`src/bridge_audio_clock_pkg.sv`:
```
// constants and carriers for the audio/clock configuration bank
// assumes a byte-wide register port with the offsets fixed below
package bridge_audio_clock_pkg;

  localparam logic [7:0] audio_config_addr      = 8'h55;
  localparam logic [7:0] bridge_config_two_addr = 8'h56;

  // audio_config fields
  localparam int wc_edge_bit    = 5;
  localparam int split_bit      = 4;
  localparam logic [7:0] audio_config_mask      = 8'h30;
  // bridge_config_two fields
  localparam int sbs_3d_bit     = 7;
  localparam int dual_lr_bit    = 6;
  localparam int clk_mode_lsb   = 0;
  localparam logic [7:0] bridge_config_two_mask = 8'hc3;
  localparam logic [7:0] bridge_config_two_rst  = 8'h00;
  localparam logic       wc_edge_rst            = 1'b0;

  typedef enum logic [1:0] {
    clk_input_ref    = 2'b00,
    clk_external_ref = 2'b01,
    clk_internal_ref = 2'b10,
    clk_dual_ext_ref = 2'b11
  } clk_mode_e;

  typedef enum logic [1:0] {
    tx_single    = 2'b00,
    tx_dual      = 2'b01,
    tx_replicate = 2'b10,
    tx_splitter  = 2'b11
  } tx_mode_e;

  typedef enum logic [1:0] {
    src_input_clock   = 2'b00,
    src_ref_pin_0     = 2'b01,
    src_ref_pin_1     = 2'b10,
    src_internal_osc  = 2'b11
  } clk_src_e;

  typedef struct packed {
    logic       write;
    logic       read;
    logic [7:0] addr;
    logic [7:0] wdata;
  } reg_req_s;

  typedef struct packed {
    logic [1:0] port0_lines;  // which lines on port 0 (bit0 a/b, bit1 c/d)
    logic [1:0] port1_lines;
  } audio_route_s;

endpackage

```
`src/bridge_audio_clock_config.sv`:
```
// register bank for audio word clock sampling, audio split, 3d and clocking
// assumes synchronous inputs and a single 10 MHz clock
`timescale 1ns/1ns

module bridge_audio_clock_config
(
  input  wire logic                               clk,
  input  wire logic                               reset,
  input  wire bridge_audio_clock_pkg::reg_req_s   req,
  output logic [7:0]                              rdata,
  input  wire logic                               mode_strap_pin,
  input  wire bridge_audio_clock_pkg::tx_mode_e   tx_mode,
  input  wire logic                               independent_mode,
  input  wire logic                               selected_port,
  input  wire logic                               continuous_clock_set,
  output logic                                    secondary_word_clock_edge,
  output bridge_audio_clock_pkg::audio_route_s    audio_route,
  output logic                                    side_by_side_3d_enable,
  output logic                                    dual_input_left_right_enable,
  output bridge_audio_clock_pkg::clk_src_e        port0_clk_src,
  output bridge_audio_clock_pkg::clk_src_e        port1_clk_src,
  output logic                                    clk_mode_error
);

  logic       wc_edge;
  logic       audio_split;
  logic       strap_done;
  logic [7:0] cfg_two;
  logic [1:0] mode_p0;
  logic [1:0] mode_p1;
  logic [7:0] next_rdata;

  function automatic bridge_audio_clock_pkg::clk_src_e
    src_of(input logic [1:0] mode, input logic port);
    unique case (mode)
      2'b00: src_of = bridge_audio_clock_pkg::src_input_clock;
      2'b01: src_of = bridge_audio_clock_pkg::src_ref_pin_0;
      2'b10: src_of = bridge_audio_clock_pkg::src_internal_osc;
      2'b11: src_of = port ? bridge_audio_clock_pkg::src_ref_pin_1
                           : bridge_audio_clock_pkg::src_ref_pin_0;
    endcase
  endfunction

  wire wr_audio = req.write && req.addr ==
                  bridge_audio_clock_pkg::audio_config_addr;
  wire wr_two   = req.write && req.addr ==
                  bridge_audio_clock_pkg::bridge_config_two_addr;

  ////////////////////////////////////////////////////////////////////////
  // audio config

  always_ff @(posedge clk)
  begin
    if (reset)
      wc_edge <= bridge_audio_clock_pkg::wc_edge_rst;
    else if (wr_audio)
      wc_edge <= req.wdata[bridge_audio_clock_pkg::wc_edge_bit];
  end

  // strap caught on first edge after reset release
  always_ff @(posedge clk)
  begin
    if (reset)
    begin
      strap_done  <= 1'b0;
      audio_split <= 1'b0;
    end
    else if (!strap_done)
    begin
      strap_done  <= 1'b1;
      audio_split <= mode_strap_pin;
    end
    else if (wr_audio)
      audio_split <= req.wdata[bridge_audio_clock_pkg::split_bit];
  end

  ////////////////////////////////////////////////////////////////////////
  // bridge config two, clock mode kept per port

  always_ff @(posedge clk)
  begin
    if (reset)
      cfg_two <= bridge_audio_clock_pkg::bridge_config_two_rst;
    else if (wr_two)
      cfg_two <= req.wdata & bridge_audio_clock_pkg::bridge_config_two_mask;
  end

  always_ff @(posedge clk)
  begin
    if (reset)
    begin
      mode_p0 <= 2'b00;
      mode_p1 <= 2'b00;
    end
    else if (wr_two)
    begin
      if (!independent_mode || !selected_port)
        mode_p0 <= req.wdata[bridge_audio_clock_pkg::clk_mode_lsb +: 2];
      if (!independent_mode || selected_port)
        mode_p1 <= req.wdata[bridge_audio_clock_pkg::clk_mode_lsb +: 2];
    end
  end

  ////////////////////////////////////////////////////////////////////////
  // read port

  always_comb
  begin
    next_rdata = 8'h00;
    if (req.read)
    begin
      if (req.addr == bridge_audio_clock_pkg::audio_config_addr)
      begin
        next_rdata[bridge_audio_clock_pkg::wc_edge_bit] = wc_edge;
        next_rdata[bridge_audio_clock_pkg::split_bit]   = audio_split;
      end
      else if (req.addr == bridge_audio_clock_pkg::bridge_config_two_addr)
      begin
        next_rdata    = cfg_two;
        next_rdata[bridge_audio_clock_pkg::clk_mode_lsb +: 2] =
          (independent_mode && selected_port) ? mode_p1 : mode_p0;
      end
    end
  end

  always_ff @(posedge clk)
  begin
    if (reset)
      rdata <= 8'h00;
    else
      rdata <= next_rdata;
  end

  ////////////////////////////////////////////////////////////////////////
  // outputs

  logic split_active;
  assign split_active = audio_split &&
    (tx_mode == bridge_audio_clock_pkg::tx_replicate ||
     tx_mode == bridge_audio_clock_pkg::tx_splitter);

  always_ff @(posedge clk)
  begin
    if (reset)
    begin
      audio_route <= '0;
      secondary_word_clock_edge    <= 1'b0;
      side_by_side_3d_enable       <= 1'b0;
      dual_input_left_right_enable <= 1'b0;
      port0_clk_src  <= bridge_audio_clock_pkg::src_input_clock;
      port1_clk_src  <= bridge_audio_clock_pkg::src_input_clock;
      clk_mode_error <= 1'b0;
    end
    else
    begin
      secondary_word_clock_edge <= wc_edge;
      if (split_active)
        audio_route <= '{port0_lines: 2'b01, port1_lines: 2'b10};
      else
        audio_route <= '{port0_lines: 2'b11, port1_lines: 2'b11};
      side_by_side_3d_enable <=
        cfg_two[bridge_audio_clock_pkg::sbs_3d_bit];
      dual_input_left_right_enable <=
        cfg_two[bridge_audio_clock_pkg::dual_lr_bit];
      port0_clk_src <= src_of(mode_p0, 1'b0);
      port1_clk_src <= src_of(mode_p1, 1'b1);
      clk_mode_error <=
        ((mode_p0 == 2'b11 || mode_p1 == 2'b11) && !independent_mode) ||
        (mode_p0 == 2'b00 && !continuous_clock_set);
    end
  end

  ////////////////////////////////////////////////////////////////////////
  // checks

  property p_swc_follow;
    @(posedge clk) disable iff (reset)
      wr_audio ##1 1 |=> secondary_word_clock_edge ==
        $past(req.wdata[bridge_audio_clock_pkg::wc_edge_bit], 2);
  endproperty
  a_swc_follow: assert property (p_swc_follow)
    else $error("edge bit not applied");

  property p_split_route;
    @(posedge clk) disable iff (reset)
      split_active |=> audio_route.port0_lines == 2'b01 &&
                       audio_route.port1_lines == 2'b10;
  endproperty
  a_split_route: assert property (p_split_route)
    else $error("split routing wrong");

  property p_full_route;
    @(posedge clk) disable iff (reset)
      !audio_split |=> audio_route == 4'hf;
  endproperty
  a_full_route: assert property (p_full_route)
    else $error("unsplit routing wrong");

  property p_single_dual;
    @(posedge clk) disable iff (reset)
      (tx_mode == bridge_audio_clock_pkg::tx_single ||
       tx_mode == bridge_audio_clock_pkg::tx_dual) |=> audio_route == 4'hf;
  endproperty
  a_single_dual: assert property (p_single_dual)
    else $error("split acted in single or dual mode");

  property p_strap;
    @(posedge clk) $fell(reset) |=> audio_split == $past(mode_strap_pin);
  endproperty
  a_strap: assert property (p_strap)
    else $error("strap not loaded");

  property p_sbs;
    @(posedge clk) disable iff (reset)
      wr_two ##2 !$past(wr_two) |-> side_by_side_3d_enable ==
        $past(req.wdata[7], 2);
  endproperty
  a_sbs: assert property (p_sbs)
    else $error("3d enable not applied");

  property p_lr;
    @(posedge clk) disable iff (reset)
      wr_two ##2 !$past(wr_two) |-> dual_input_left_right_enable ==
        $past(req.wdata[6], 2);
  endproperty
  a_lr: assert property (p_lr)
    else $error("left right enable not applied");

  property p_indep;
    @(posedge clk) disable iff (reset)
      wr_two && independent_mode && !selected_port |=> $stable(mode_p1);
  endproperty
  a_indep: assert property (p_indep)
    else $error("unselected port mode changed");

  property p_reserved;
    @(posedge clk) disable iff (reset)
      $past(req.read) |->
        (($past(req.addr) == bridge_audio_clock_pkg::audio_config_addr) ?
           (rdata & ~bridge_audio_clock_pkg::audio_config_mask) == 8'h00 :
         ($past(req.addr) ==
          bridge_audio_clock_pkg::bridge_config_two_addr) ?
           (rdata & ~bridge_audio_clock_pkg::bridge_config_two_mask) ==
             8'h00 :
           rdata == 8'h00);
  endproperty
  a_reserved: assert property (p_reserved)
    else $error("reserved bits not zero");

  property p_clk_err;
    @(posedge clk) disable iff (reset)
      mode_p0 == bridge_audio_clock_pkg::clk_input_ref &&
      !continuous_clock_set |=> clk_mode_error;
  endproperty
  a_clk_err: assert property (p_clk_err)
    else $error("mode 00 without continuous clock not flagged");

  property p_ext_ref;
    @(posedge clk) disable iff (reset)
      mode_p0 == bridge_audio_clock_pkg::clk_external_ref |=>
        port0_clk_src == bridge_audio_clock_pkg::src_ref_pin_0;
  endproperty
  a_ext_ref: assert property (p_ext_ref)
    else $error("external reference not selected");

  property p_internal;
    @(posedge clk) disable iff (reset)
      mode_p1 == bridge_audio_clock_pkg::clk_internal_ref |=>
        port1_clk_src == bridge_audio_clock_pkg::src_internal_osc;
  endproperty
  a_internal: assert property (p_internal)
    else $error("internal clock not selected");

  property p_dual_ext;
    @(posedge clk) disable iff (reset)
      mode_p1 == bridge_audio_clock_pkg::clk_dual_ext_ref |=>
        port1_clk_src == bridge_audio_clock_pkg::src_ref_pin_1;
  endproperty
  a_dual_ext: assert property (p_dual_ext)
    else $error("port 1 not on its own reference pin");

  c_split: cover property (@(posedge clk) split_active);
  c_mode3: cover property (@(posedge clk) mode_p0 == 2'b11 &&
                           independent_mode);
  c_sbs:   cover property (@(posedge clk) side_by_side_3d_enable);
  c_lr:    cover property (@(posedge clk) dual_input_left_right_enable);
  c_err:   cover property (@(posedge clk) clk_mode_error);

endmodule

```
`config.mk`:
```
export PLATFORM = sky130hd
export DESIGN_NAME = bridge_audio_clock_config
export DESIGN_NICKNAME = d
export VERILOG_FILES = /design/src/bridge_audio_clock_pkg.sv /design/src/bridge_audio_clock_config.sv
export SDC_FILE = /design/constraint.sdc
export NUM_CORES = 1
export LEC_CHECK = 0
export BUFFER_PORTS_ARGS = -buffer_cell sky130_fd_sc_hd__buf_2
export CORE_MARGIN = 2
export CORE_UTILIZATION = 47
export DETAILED_ROUTE_END_ITERATION = 8
export PLACE_DENSITY_LB_ADDON = 0.1
export SYNTH_ARGS = -nofsm -noshare
export SYNTH_HDL_FRONTEND = slang
export SYNTH_SLANG_ARGS = --single-unit
```
`constraint.sdc`:
```
create_clock -name clk -period 2.7 [get_ports clk]
set_clock_uncertainty 0.15 [all_clocks]
set_input_delay 0.135 -clock clk [delete_from_list [all_inputs] [get_ports clk]]
set_output_delay 0.135 -clock clk [all_outputs]
set_load 0.005 [all_outputs]
```
# Word-level counts from Yosys, hierarchy flattened
# Index checks and enable logic that the tools add are counted.
# totals
elab_cells,58
out_inout_bits,20
regBits,29
# classes
n_bitwise,2
muxes,8
reduce_logical,21
n_eq_ne,11
# op_table
cell,n
$eq A8 B7 Y1 const B,2
$eq A2 B2 Y1 const B,6
$pmux W2 S4,1
$logic_and A1 B1 Y1,6
$pmux W2 S3,1
$logic_or A1 B1 Y1,5
$eq A2 B1 Y1 const B,2
$logic_not A2 Y1,2
$mux W2,2
$mux W4,1
$reduce_and A2 Y1,2
$reduce_or A2 Y1,2
$reduce_or A4 Y1,1
$logic_not A1 Y1,3
$mux W1,3
$ne A2 B1 Y1 const B,1
$not A1 Y1,2

# Depth between registers and ports, before layout
# Gate-level depths: netlist of run 1.
# logic_depth
depth_word,4
ltp_mapped,4

# Worst setup path before layout of run 1
# No wires, ideal clock.
# synth_timing
kind,input to register
startpoint,input port req[13] (netlist name)
endpoint,register audio_split
t_arrival_ns,0.908
path_stages,3
setup_slack_ns,1.520
path_cell_list,and4bb_2 -> nand4_1 -> o311a_1
# synth_via
elab_chain_len,3
# synth_rtl
element,line_no,source
from (decl),bridge_audio_clock_config.sv:9,"input wire bridge_audio_clock_pkg::reg_req_s req,"
$eq A8 B7 Y1,bridge_audio_clock_config.sv:44,wire wr_audio = req.write && req.addr ==
$logic_and A1 B1 Y1,bridge_audio_clock_config.sv:44,
$ne A2 B1 Y1 (no source line),-,
to (signal assigned),bridge_audio_clock_config.sv:71,audio_split <= mode_strap_pin;
to (signal assigned),bridge_audio_clock_config.sv:74,audio_split <= req.wdata[bridge_audio_clock_pkg::split_bit];
to (decl),bridge_audio_clock_config.sv:26,logic audio_split;
# No other way between the ends.
# A chain may end at the register's enable or synchronous reset.

# Final worst setup path of run 1
# layout_timing
startpoint,register mode_p1[0]
endpoint,register clk_mode_error
# layout_via
elab_chain_len,4
# layout_rtl
element,line_no,source
from (decl),bridge_audio_clock_config.sv:30,logic [1:0] mode_p1;
from (signal assigned),bridge_audio_clock_config.sv:100,mode_p1 <= req.wdata[bridge_audio_clock_pkg::clk_mode_lsb +: 2];
$eq A2 B2 Y1,bridge_audio_clock_config.sv:168,((mode_p0 == 2'b11 || mode_p1 == 2'b11) && !independent_mode) ||
$logic_or A1 B1 Y1,bridge_audio_clock_config.sv:168,
$logic_and A1 B1 Y1,bridge_audio_clock_config.sv:168,
$logic_or A1 B1 Y1,bridge_audio_clock_config.sv:168,
to (signal assigned),bridge_audio_clock_config.sv:167,clk_mode_error <=
to (decl),bridge_audio_clock_config.sv:22,output logic clk_mode_error
# No other way between the ends.

==> qor.yml, run 1 <==
status: "finished, final reports clean"
multi_input_area_um2: 395
die-area_um2: 2380
final_antenna_net_count: 0
yosys-top-cells-count: "25 x dfxtp_1, 11 x nand2_1, 9 x nor2_1, 7 x nor2b_1"
end_kind: "flop"
core_um2: 1920
wl_per_cell_um: 10.3
pwr_density_cell_nw_per_um2: 466
nFillCells: 165
cts.sinks: 25
fin_tns_setup_ns: 0
synthArstFlopShare_pct: 0
synth_top_area_share_pct: 53.1
drive_gt1_share_pct: 32.9
cp.arrival_ns: 2.34
gp_congestion: 0.706
ir_worst_vdd_v: 0.000275
finalNetCount: 175
h-tree-depth: 1
syn2layout_area_growth_pct: 36.4
die_x_um: 48.8
reg2reg_depth: 6
antenna_cells: 0
final_util_pct: 66.9
hold_depth: 4
io_pins: 46
slew_violations: 0
p_sw_share_pct: 22.9
clkSlewWorstSetupHoldPaths_ns: 0.14
cts_buffers: 3
fin_area_um2: 1280
cts_tree: "yes"
synth_area_um2: 942
netlist-cell-type-count: 26
wirelength_um: 1790
grt_usage_pct: 16.1
vias_per_cell: 4.59
regArea_um2: 500
setup_violations: 0
synth_top_cell_by_area: "dfxtp_1"
placed_area_um2: 1140
max_freq_mhz: 442
crit_fanout: 4
fin_crit_sh_pct: 83.8
syn_inst: 95
hold_class: "primary input to flop"
dp_slack_ns: 1.32
drc_errors: 0
grt_overflow: 0
post_cts_buffers: 0
fin_cells: 173
cts-root-buf: "clkbuf_4"
path_class: "flop to flop"
vias: 794
cap_violations: 0
placed_cells: 158
grt_pass1_vias: 715
dr.pass1.iters: 4
clk_path_buf_depth: 2
hpwlAfterDp_um: 1270
cellLeakagePower_nw: 0.643
switching_power_mw: 0.137
intPower_mw: 0.461
yosysMostFrequentCell: "dfxtp_1"
setup_slack_ns: 0.437
synth_seq_cells: 25
yosysWarnings: 0
synth_edf_count: 0
grt_max_degree: 16
worstSetupStartpointType: "flop"
io_buffers: 40
required_ns: 2.78
rows: 16
avgSynthCellArea_um2: 9.92
clkPwrFrac_pct: 28.1
grt_pass1_wl_um: 3030
start_util_pct: 49.0
drt_iter0_markers: 11
antenna_found_initial: 0
min_period_ns: 2.26
synth_top_cells_by_area: "dfxtp_1 53%, nor2b_1 4.6%, nand2_1 4.4%"
hold_viol_final: 0
p_seq_share_pct: 62.8
insertion_delay_ns: 0.32
power.share.combinational_pct: 9.1
synth-seq-area-share_pct: 53.1
die_h_um: 48.8
ys.flop_type: "dfxtp_1"
rsz0062_at_grt: "no"
## kinds of logic after synthesis
kind of cell,after synthesis,synth area share [%]
AOI/OAI and AO/OA,10,7.30
muxes,4,4.25
buffers and inverters,9,5.31
other,1,0.398
and+or+nand+nor,44,27.0
adders and majority gates,2,2.66
DFF,25,53.1
## registers in the layout, summed over array words and instances, names as in the netlist, 2 cells and up
name           flops
port1_clk_src      2
audio_route        2
mode_p0            2
mode_p1            2
port0_clk_src      2
cfg_two            2
rdata              6
## power groups by stage
stage	Combinational (mW)	Sequential, mW	Clock, mW
2_1_floorplan	0.0219	0.384	0
3_3_place_gp	0.0411	0.384	0
4_1_cts	0.0543	0.376	0.169
5_1_grt	0.0604	0.377	0.185
6_report	0.0546	0.376	0.168
3_5_place_dp	0.0421	0.384	0
## stage by stage
step	hold WS, ns	power (mW)
global placement	0.168	0.425
detailed placement	0.168	0.426
CTS	0.0108	0.599
finish	0.00530	0.598
global route	0.0118	0.622
floorplan	0.0682	0.406
## worst max-delay path, stage by stage (launching register included)
cell and delay (ns):
dfxtp_1 0.36, ha_1 0.21, a21oi_1 0.14, o32a_1 0.17
dlygate4sd3_1 0.55, nor2_1 0.04, dlygate4sd3_1 0.55
## worst paths after layout
path                       start             end  slack, ns
hold / removal    mode_strap_pin     audio_split      0.005
setup reg to reg      mode_p1[0]  clk_mode_error       0.44
hold reg to reg      audio_split  audio_route[0]       0.31
setup / recovery      mode_p1[0]  clk_mode_error       0.44
## layout make-up
cell class / instances / area share (%)
inverter: 4 / 1.17
multi-input combinational: 62 / 30.8
clock inverter: 1 / 0.584
timing repair buffer: 51 / 24.1
clock buffer: 3 / 1.75
sequential: 25 / 38.9
tap: 27 / 2.63
## what timing repair did
action                                 in CTS  in global routing
hold buffers                               11                  0
gates resized for setup                     0                  0
setup endpoints to repair                   0                  0
endpoints found under the hold margin      12                  0
## layout by cell type, fill, tap and decap left out
master,netlist,layout
clkinvlp_4,0,1
dfxtp_1,25,25
conb_1,1,2
nand4_1,1,1
dlygate4sd3_1,0,11
a21oi_2,1,1
clkbuf_4,0,3
nor2b_1,7,7
clkinv_1,1,1
o311a_1,1,1
nand3b_1,1,1
nand4_4,1,1
a21oi_1,4,4
nand2b_4,1,1
buf_2,1,40
inv_1,3,3
and2_1,3,3
nand2_1,11,11
and4bb_2,1,1
nor2_1,9,9
mux2i_1,4,4
ha_1,2,2
o21ai_0,1,1
o32a_1,1,1
and3_1,4,4
nor3b_1,2,2
a21o_1,2,2
nand3_1,3,3
## routing by layer
metal  global-route usage, %  share of wire [%]  up-vias
met5                       0                  0        -
met4                    5.71               0.73        0
met3                    2.15                5.5        2
met2                    26.3                 48       27
met1                    22.0                 46      347
li1                        -                  -      418
Note: power is estimated with default switching activity, not from simulation.
==> run 2, diff against run 1 <==
Settings changed: ABC_AREA from default to 1, CORE_UTILIZATION 47 to 45.
Clock period 2.7 ns to 2.3 ns, I/O delays scaled along.
==> run 2 against run 1 <==
Net effect:
- synthesized area grew 9.4%
- largest cell class unchanged
- cell count grew 20%
- sequential power grew 17%
- critical endpoint unchanged
- critical path type unchanged
==> qor.yml, run 2 <==
dr.pass1.iters: 4  # unchanged
vias: 914  # was 794
required_ns: 2.36  # was 2.78 ns
whs_ns: 0.0274  # was 0.00530 ns
final_util_pct: 62.9  # was 66.9%
h-tree-depth: 1  # unchanged
ir_worst_vdd_v: 0.000344  # was 0.000275 V
antenna_cells: 0  # unchanged
netlist-cell-type-count: 24  # was 26
fin_cells: 207  # was 173
hold_viol_final: 0  # unchanged
grt_usage_pct: 15.6  # was 16.1%
final_antenna_net_count: 0  # unchanged
yosys-top-cells-count: "25 x dfxtp_1, 23 x nor2_1, 20 x nand2_1, 18 x inv_1, 5 x nand4_1"  # was 25 x dfxtp_1, 11 x nand2_1, 9 x nor2_1, 7 x nor2b_1
synthArstFlopShare_pct: 0  # unchanged
cts-root-buf: "clkbuf_4"  # unchanged
crit_buf_inv: 1  # was 2
core_um2: 2190  # was 1920 µm²
die-area_um2: 2690  # was 2380 µm²
drive_gt1_share_pct: 33.0  # was 32.9%
pwr_density_cell_nw_per_um2: 509  # was 466 nW/µm²
min_period_ns: 1.62  # was 2.26 ns
largest_register_ffs: 6  # unchanged
die_x_um: 51.9  # was 48.8 µm
setup_violations: 0  # unchanged
max_flop_register: "rdata"  # unchanged
cpPeakStageDelay_ns: 0.55  # about the same
reg2reg_to: "clk_mode_error"  # unchanged
setup.worst_path.start: "mode_p1[0]"  # unchanged
holdPathEnd: "rdata[0]"  # was audio_split
wirelength_um: 1950  # was 1790 µm
yosysMostFrequentCell: "dfxtp_1"  # unchanged
cts-resized-gates: 0  # unchanged
crit_fanout: 4  # unchanged
io_buffers: 40  # unchanged
placed_area_um2: 1230  # was 1140 µm²
drc_errors: 0  # unchanged
r2r_start: "mode_p1[0]"  # unchanged
cts_buffers: 3  # unchanged
synth_edf_count: 0  # unchanged
hpwlAfterDp_um: 1510  # was 1270 µm
met1_usage_pct: 19.5  # was 22.0%
fin_crit_sh_pct: 70.4  # was 83.8%
fin_tns_setup_ns: 0  # unchanged
gp_congestion: 0.686  # was 0.706
start_util_pct: 47.1  # was 49.0%
ys.flop_type: "dfxtp_1"  # unchanged
cts_tree: "yes"  # unchanged
cts_hold_buf: 12  # was 11
met3_usage_pct: 1.72  # was 2.15%
worstSetupStartpointType: "flop"  # unchanged
cap_violations: 0  # unchanged
finalNetCount: 208  # was 175
synth_top_cell_by_area: "dfxtp_1"  # unchanged
grt_pass1_wl_um: 3160  # was 3030 µm
end_kind: "flop"  # unchanged
post_cts_buffers: 0  # unchanged
grt_busiest_layer: "met2"  # unchanged
r2r_setup_slack_ns: 0.68  # was 0.44 ns
yosysWarnings: 0  # unchanged
syn_inst: 128  # was 95
final_cell_mix: "40 x buf_2, 25 x dfxtp_1, 23 x nor2_1"  # was 40 x buf_2, 25 x dfxtp_1, 11 x nand2_1, 11 x dlygate4sd3_1, 9 x nor2_1
clkSlewWorstSetupHoldPaths_ns: 0.13  # was 0.14 ns
drt_iter0_markers: 17  # was 11
wl_per_cell_um: 9.40  # was 10.3 µm
slew_violations: 0  # unchanged
rows: 17  # was 16
hold_class: "primary input to flop"  # unchanged
path_class: "flop to flop"  # unchanged
die_h_um: 51.9  # was 48.8 µm
met2_usage_pct: 26.4  # was 26.3%
grt_overflow: 0  # unchanged
crit_chain: "ha_1 > o21ai_0 > a21oi_1 > dlygate4sd3_1"  # was ha_1 > a21oi_1 > o32a_1 > dlygate4sd3_1 > nor2_1 > dlygate4sd3_1
avgSynthCellArea_um2: 8.05  # was 9.92 µm²
insertion_delay_ns: 0.31  # was 0.32 ns
synth_top_area_share_pct: 48.5  # was 53.1%
io_pins: 46  # unchanged
mostFrequentLayoutCell: "buf_2"  # unchanged
grt_pass1_vias: 806  # was 715
synth_seq_cells: 25  # unchanged
vias_per_cell: 4.42  # was 4.59
slowest_stage: "dlygate4sd3_1"  # unchanged
hold_depth: 4  # unchanged
antenna_found_initial: 0  # unchanged
synth_area_um2: 1030  # was 942 µm²
min_from: "independent_mode"  # was mode_strap_pin
placed_cells: 191  # was 158
synth_top_cells_by_area: "dfxtp_1 49%, nor2_1 8.4%, nand2_1 7.3%"  # was dfxtp_1 53%, nor2b_1 4.6%, nand2_1 4.4%
grt_max_degree: 14  # was 16
crit_family: "buffers and inverters"  # unchanged
reg2reg_depth: 4  # was 6
syn2layout_area_growth_pct: 33.6  # was 36.4%
cellLeakagePower_nw: 0.666  # was 0.643 nW
status: "finished, final reports clean"  # unchanged
cp.arrival_ns: 1.68  # was 2.34 ns
cts.sinks: 25  # unchanged
max_freq_mhz: 617  # was 442 MHz
fin_area_um2: 1380  # was 1280 µm²
clk_path_buf_depth: 2  # unchanged
rsz0062_at_grt: "no"  # unchanged
synth-seq-area-share_pct: 48.5  # was 53.1%
==> run 2: cell count changes in the layout (fill, tap and decap cells not counted), moves of 7 or more <==
cell and delta:
inv_1 +15, nand2_1 +9, nor2_1 +14, nor2b_1 -7
==> run 2: kinds of logic after synthesis <==
group           share of synthesized area (%)
compound gates                           5.82
flops                                    48.5
fa+ha+maj                                2.43
simple gates                             30.7
mux                                      1.09
other cells                             0.364
buf+inv                                  11.0
==> run 2: cell type report <==
type                    count  area [µm²]
well taps                  28        35.0
inverters                  20        75.1
multi-input cells          78         420
clock buffers               4        26.3
flip-flops and latches     25         500
fillers                   212         813
repair buffers             52         320
==> run 2: tightest hold or removal path: cells and delay by family <==
kind | cells | cell delay [ns]
compound gates | 1 | 0.05
buf+inv | 1 | 0.09
simple gates | 2 | 0.21
==> run 2: per-stage QoR <==
| stage | power (mW) | setup slack, ns |
|---|---|---|
| finish | 0.702 | 0.680 |
| global route | 0.734 | 0.557 |
| CTS | 0.708 | 0.669 |
| detailed placement | 0.511 | 1.08 |
| global placement | 0.509 | 1.08 |
| floorplan | 0.486 | 1.26 |
==> run 2: how the worst max path moves through the flow <==
stage / endpoint / slack (ns) / depth (start not counted)
finish: clk_mode_error / 0.68 / 4
global route: clk_mode_error / 0.56 / 4
CTS: clk_mode_error / 0.67 / 4
detailed placement: rdata[6] / 1.08 / 4
global placement: rdata[4] / 1.08 / 4
floorplan: audio_split / 1.26 / 3
==> run 2: where the power goes <==
| group | switching (mW) | total (mW) | internal (mW) | leakage [nW] |
|---|---|---|---|---|
| sequential | 0.00275 | 0.441 | 0.438 | 0.203 |
| clock | 0.120 | 0.188 | 0.0676 | 0.0150 |
| combinational | 0.0356 | 0.0726 | 0.0370 | 0.448 |
| total | 0.159 | 0.702 | 0.543 | 0.666 |
==> run 2: routing by layer <==
| layer | wire, µm | part of all wire (%) | up-vias |
|---|---|---|---|
| met1 | 867 | 45 | 396 |
| met2 | 960 | 49 | 25 |
| met5 | 0 | 0 | - |
| met4 | 16 | 0.82 | 0 |
| li1 | - | - | 491 |
| met3 | 101 | 5.2 | 2 |
==> run 3, diff against run 2 <==
Settings changed: ABC_AREA 1 to 0, CORE_UTILIZATION 45 to 44.
Clock period 2.3 ns to 1.6 ns, I/O delays scaled along.
==> run 3 against run 2 <==
Net effect:
- the flow now finishes with violations (hold timing)
- combinational power up 39%
- critical path depth unchanged
- sequential share of layout area up 1.1 points
- hold slack worse by 0.040 ns
- die area down 6.0%
- count of clock-buffer cells in the layout unchanged
- sequential power up 44%
- setup slack worse by 0.62 ns
- final area down 2.7%
- largest cell class unchanged
==> qor.yml, run 3 (synthesis results as in run 1) <==
finalNetCount: 180  # was 208
grt_pass1_vias: 779  # was 806
pwr_density_cell_nw_per_um2: 753  # was 509 nW/µm²
max_freq_mhz: 651
required_ns: 1.67  # was 2.36 ns
ir_worst_vdd_v: 0.000534  # was 0.000344 V
setup_slack_ns: 0.0638  # was 0.680 ns
grt_max_degree: 14  # unchanged
p_sw_share_pct: 22.0  # was 22.6%
violations: "hold timing"
die-area_um2: 2530  # was 2690 µm²
rsz0062_at_grt: "no"  # unchanged
whs_ns: -0.0131  # was 0.0274 ns
vias: 799  # was 914
gp_congestion: 0.733  # was 0.686
clk_path_buf_depth: 2  # unchanged
wl_met2_um: 973  # was 960 µm
slowest_stage: "dlygate4sd3_1"  # unchanged
crit_fanout: 1  # was 4
h-tree-depth: 1  # unchanged
final_antenna_net_count: 0  # unchanged
die_h_um: 50.3  # was 51.9 µm
clkPwrFrac_pct: 27.1  # was 26.8%
cellLeakagePower_nw: 0.668  # was 0.666 nW
grt_pass1_wl_um: 3160  # unchanged
hold_viol_final: 1  # was 0
critPathMostFrequentCell: "dlygate4sd3_1"
clkSlewWorstSetupHoldPaths_ns: 0.13  # about the same
grt_overflow: 0  # unchanged
cp.arrival_ns: 1.60  # was 1.68 ns
wl_met3_um: 109  # was 101 µm
reg2reg_to: "audio_split"  # was clk_mode_error
max_flop_register: "rdata"  # unchanged
antenna_cells: 0  # unchanged
min_period_ns: 1.54
status: "finished with violations"  # was finished, final reports clean
syn2layout_area_growth_pct: 42.2  # was 33.6%
cts_buffers: 3  # unchanged
wl_per_cell_um: 10.6  # was 9.40 µm
core_um2: 1980  # was 2190 µm²
cpPeakStageDelay_ns: 0.55  # about the same
die_x_um: 50.3  # was 51.9 µm
final_util_pct: 67.6  # was 62.9%
setup_violations: 0  # unchanged
mostFrequentLayoutCell: "buf_2"  # unchanged
drive_gt1_share_pct: 31.8  # was 33.0%
crit_end: "audio_split"  # was clk_mode_error
io_pins: 46  # unchanged
drc_errors: 0  # unchanged
r2r_setup_slack_ns: 0.07  # was 0.68 ns
top_layer: "met4"  # unchanged
grt_usage_pct: 16.8  # was 15.6%
slew_violations: 0  # unchanged
fin_crit_sh_pct: 96.0
start_util_pct: 47.5  # was 47.1%
hold_class: "primary input to flop"  # unchanged
power.share.combinational_pct: 10.0  # was 10.4%
fin_area_um2: 1340  # was 1380 µm²
vias_per_cell: 4.49  # was 4.42
insertion_delay_ns: 0.31  # about the same
wirelength_um: 1880  # was 1950 µm
cts-root-buf: "clkbuf_4"  # unchanged
worstSetupStartpointType: "primary input"  # was flop
final_cell_mix: "40 x buf_2, 24 x dfxtp_1, 16 x dlygate4sd3_1"  # was 40 x buf_2, 25 x dfxtp_1, 23 x nor2_1
placed_area_um2: 1140  # was 1230 µm²
dp_slack_ns: 0.275  # was 1.08 ns
switching_power_mw: 0.222  # was 0.159 mW
setup.worst_path.start: "req[4]"  # was mode_p1[0]
crit_chain: "dlygate4sd3_1 > buf_2 > o311a_1 > dlygate4sd3_1"  # was ha_1 > o21ai_0 > a21oi_1 > dlygate4sd3_1
r2r_start: "strap_done"  # was mode_p1[0]
cts_tree: "yes"  # unchanged
hpwlAfterDp_um: 1290  # was 1510 µm
rows: 16  # was 17
cap_violations: 0  # unchanged
end_kind: "flop"  # unchanged
antenna_found_initial: 0  # unchanged
wl_met1_um: 767  # was 867 µm
largest_register_ffs: 6  # unchanged
p_seq_share_pct: 62.8  # was 62.9%
dr.pass1.iters: 4  # unchanged
reg2reg_depth: 3  # was 4
fin_tns_setup_ns: 0  # unchanged
intPower_mw: 0.787  # was 0.543 mW
drt_iter0_markers: 1  # was 17
path_class: "primary input to flop"  # was flop to flop
post_cts_buffers: 0  # unchanged
io_buffers: 40  # unchanged
cts.sinks: 25  # unchanged
-- run 3: cell count changes in the layout (fill, tap and decap cells not counted), sizes merged, moves of 7 or more --
| cell | before | now |
|---|---|---|
| nand2 | 21 | 11 |
| nor2b | 0 | 7 |
| inv | 19 | 3 |
| nor2 | 29 | 9 |
-- run 3: worst min path at each step --
stage,start,to,slack [ns],cells after the start
after floorplan,reset,side_by_side_3d_enable,0.01,1
after global routing,req[6],cfg_two[6],0.009,3
after detailed placement,tx_mode[1],audio_route[0],0.12,2
after global placement,tx_mode[1],audio_route[0],0.11,2
final,req[6],cfg_two[6],-0.01,3
after CTS,req[6],cfg_two[6],0.001,3
-- run 3: power by group through the flow --
| stage | sequential [mW] | clock, mW | combinational [mW] |
|---|---|---|---|
| after floorplan | 0.648 | 0 | 0.0370 |
| after global placement | 0.647 | 0 | 0.0696 |
| after detailed placement | 0.648 | 0 | 0.0712 |
| after CTS | 0.634 | 0.279 | 0.0989 |
| after global routing | 0.635 | 0.303 | 0.111 |
| final | 0.634 | 0.274 | 0.101 |
-- run 3: area by class of cell --
type	count	area, µm²
Fill cell	168	642
Sequential cell	25	502
Multi-Input combinational cell	62	403
Timing Repair Buffer	56	360
Tap cell	27	33.8
Clock buffer	4	26.3
Inverter	4	15.0
-- run 3: timing repair --
action                                  in CTS  in global routing
gates resized for setup                      0                  2
hold endpoints to repair                    17                  0
hold buffers                                17                  0
endpoints found under the setup margin       0                  2
-- run 3: worst max-delay path: cells and delay by family --
family	cells	cell delay, ns
compound gates	1	0.31
buf+inv	3	1.21
-- run 3: per-stage QoR --
| step | instances | total power, mW |
|---|---|---|
| after global routing | 178 | 1.05 |
| after global placement | 158 | 0.717 |
| after detailed placement | 158 | 0.719 |
| after floorplan | 96 | 0.685 |
| final | 178 | 1.01 |
| after CTS | 179 | 1.01 |
-- run 3: routing by layer --
metal / vias to the layer above / track usage, %
met5: - / 0
met4: 0 / 8.33
met3: 4 / 4.17
met2: 26 / 30.3
met1: 342 / 17.9
li1: 427 / -
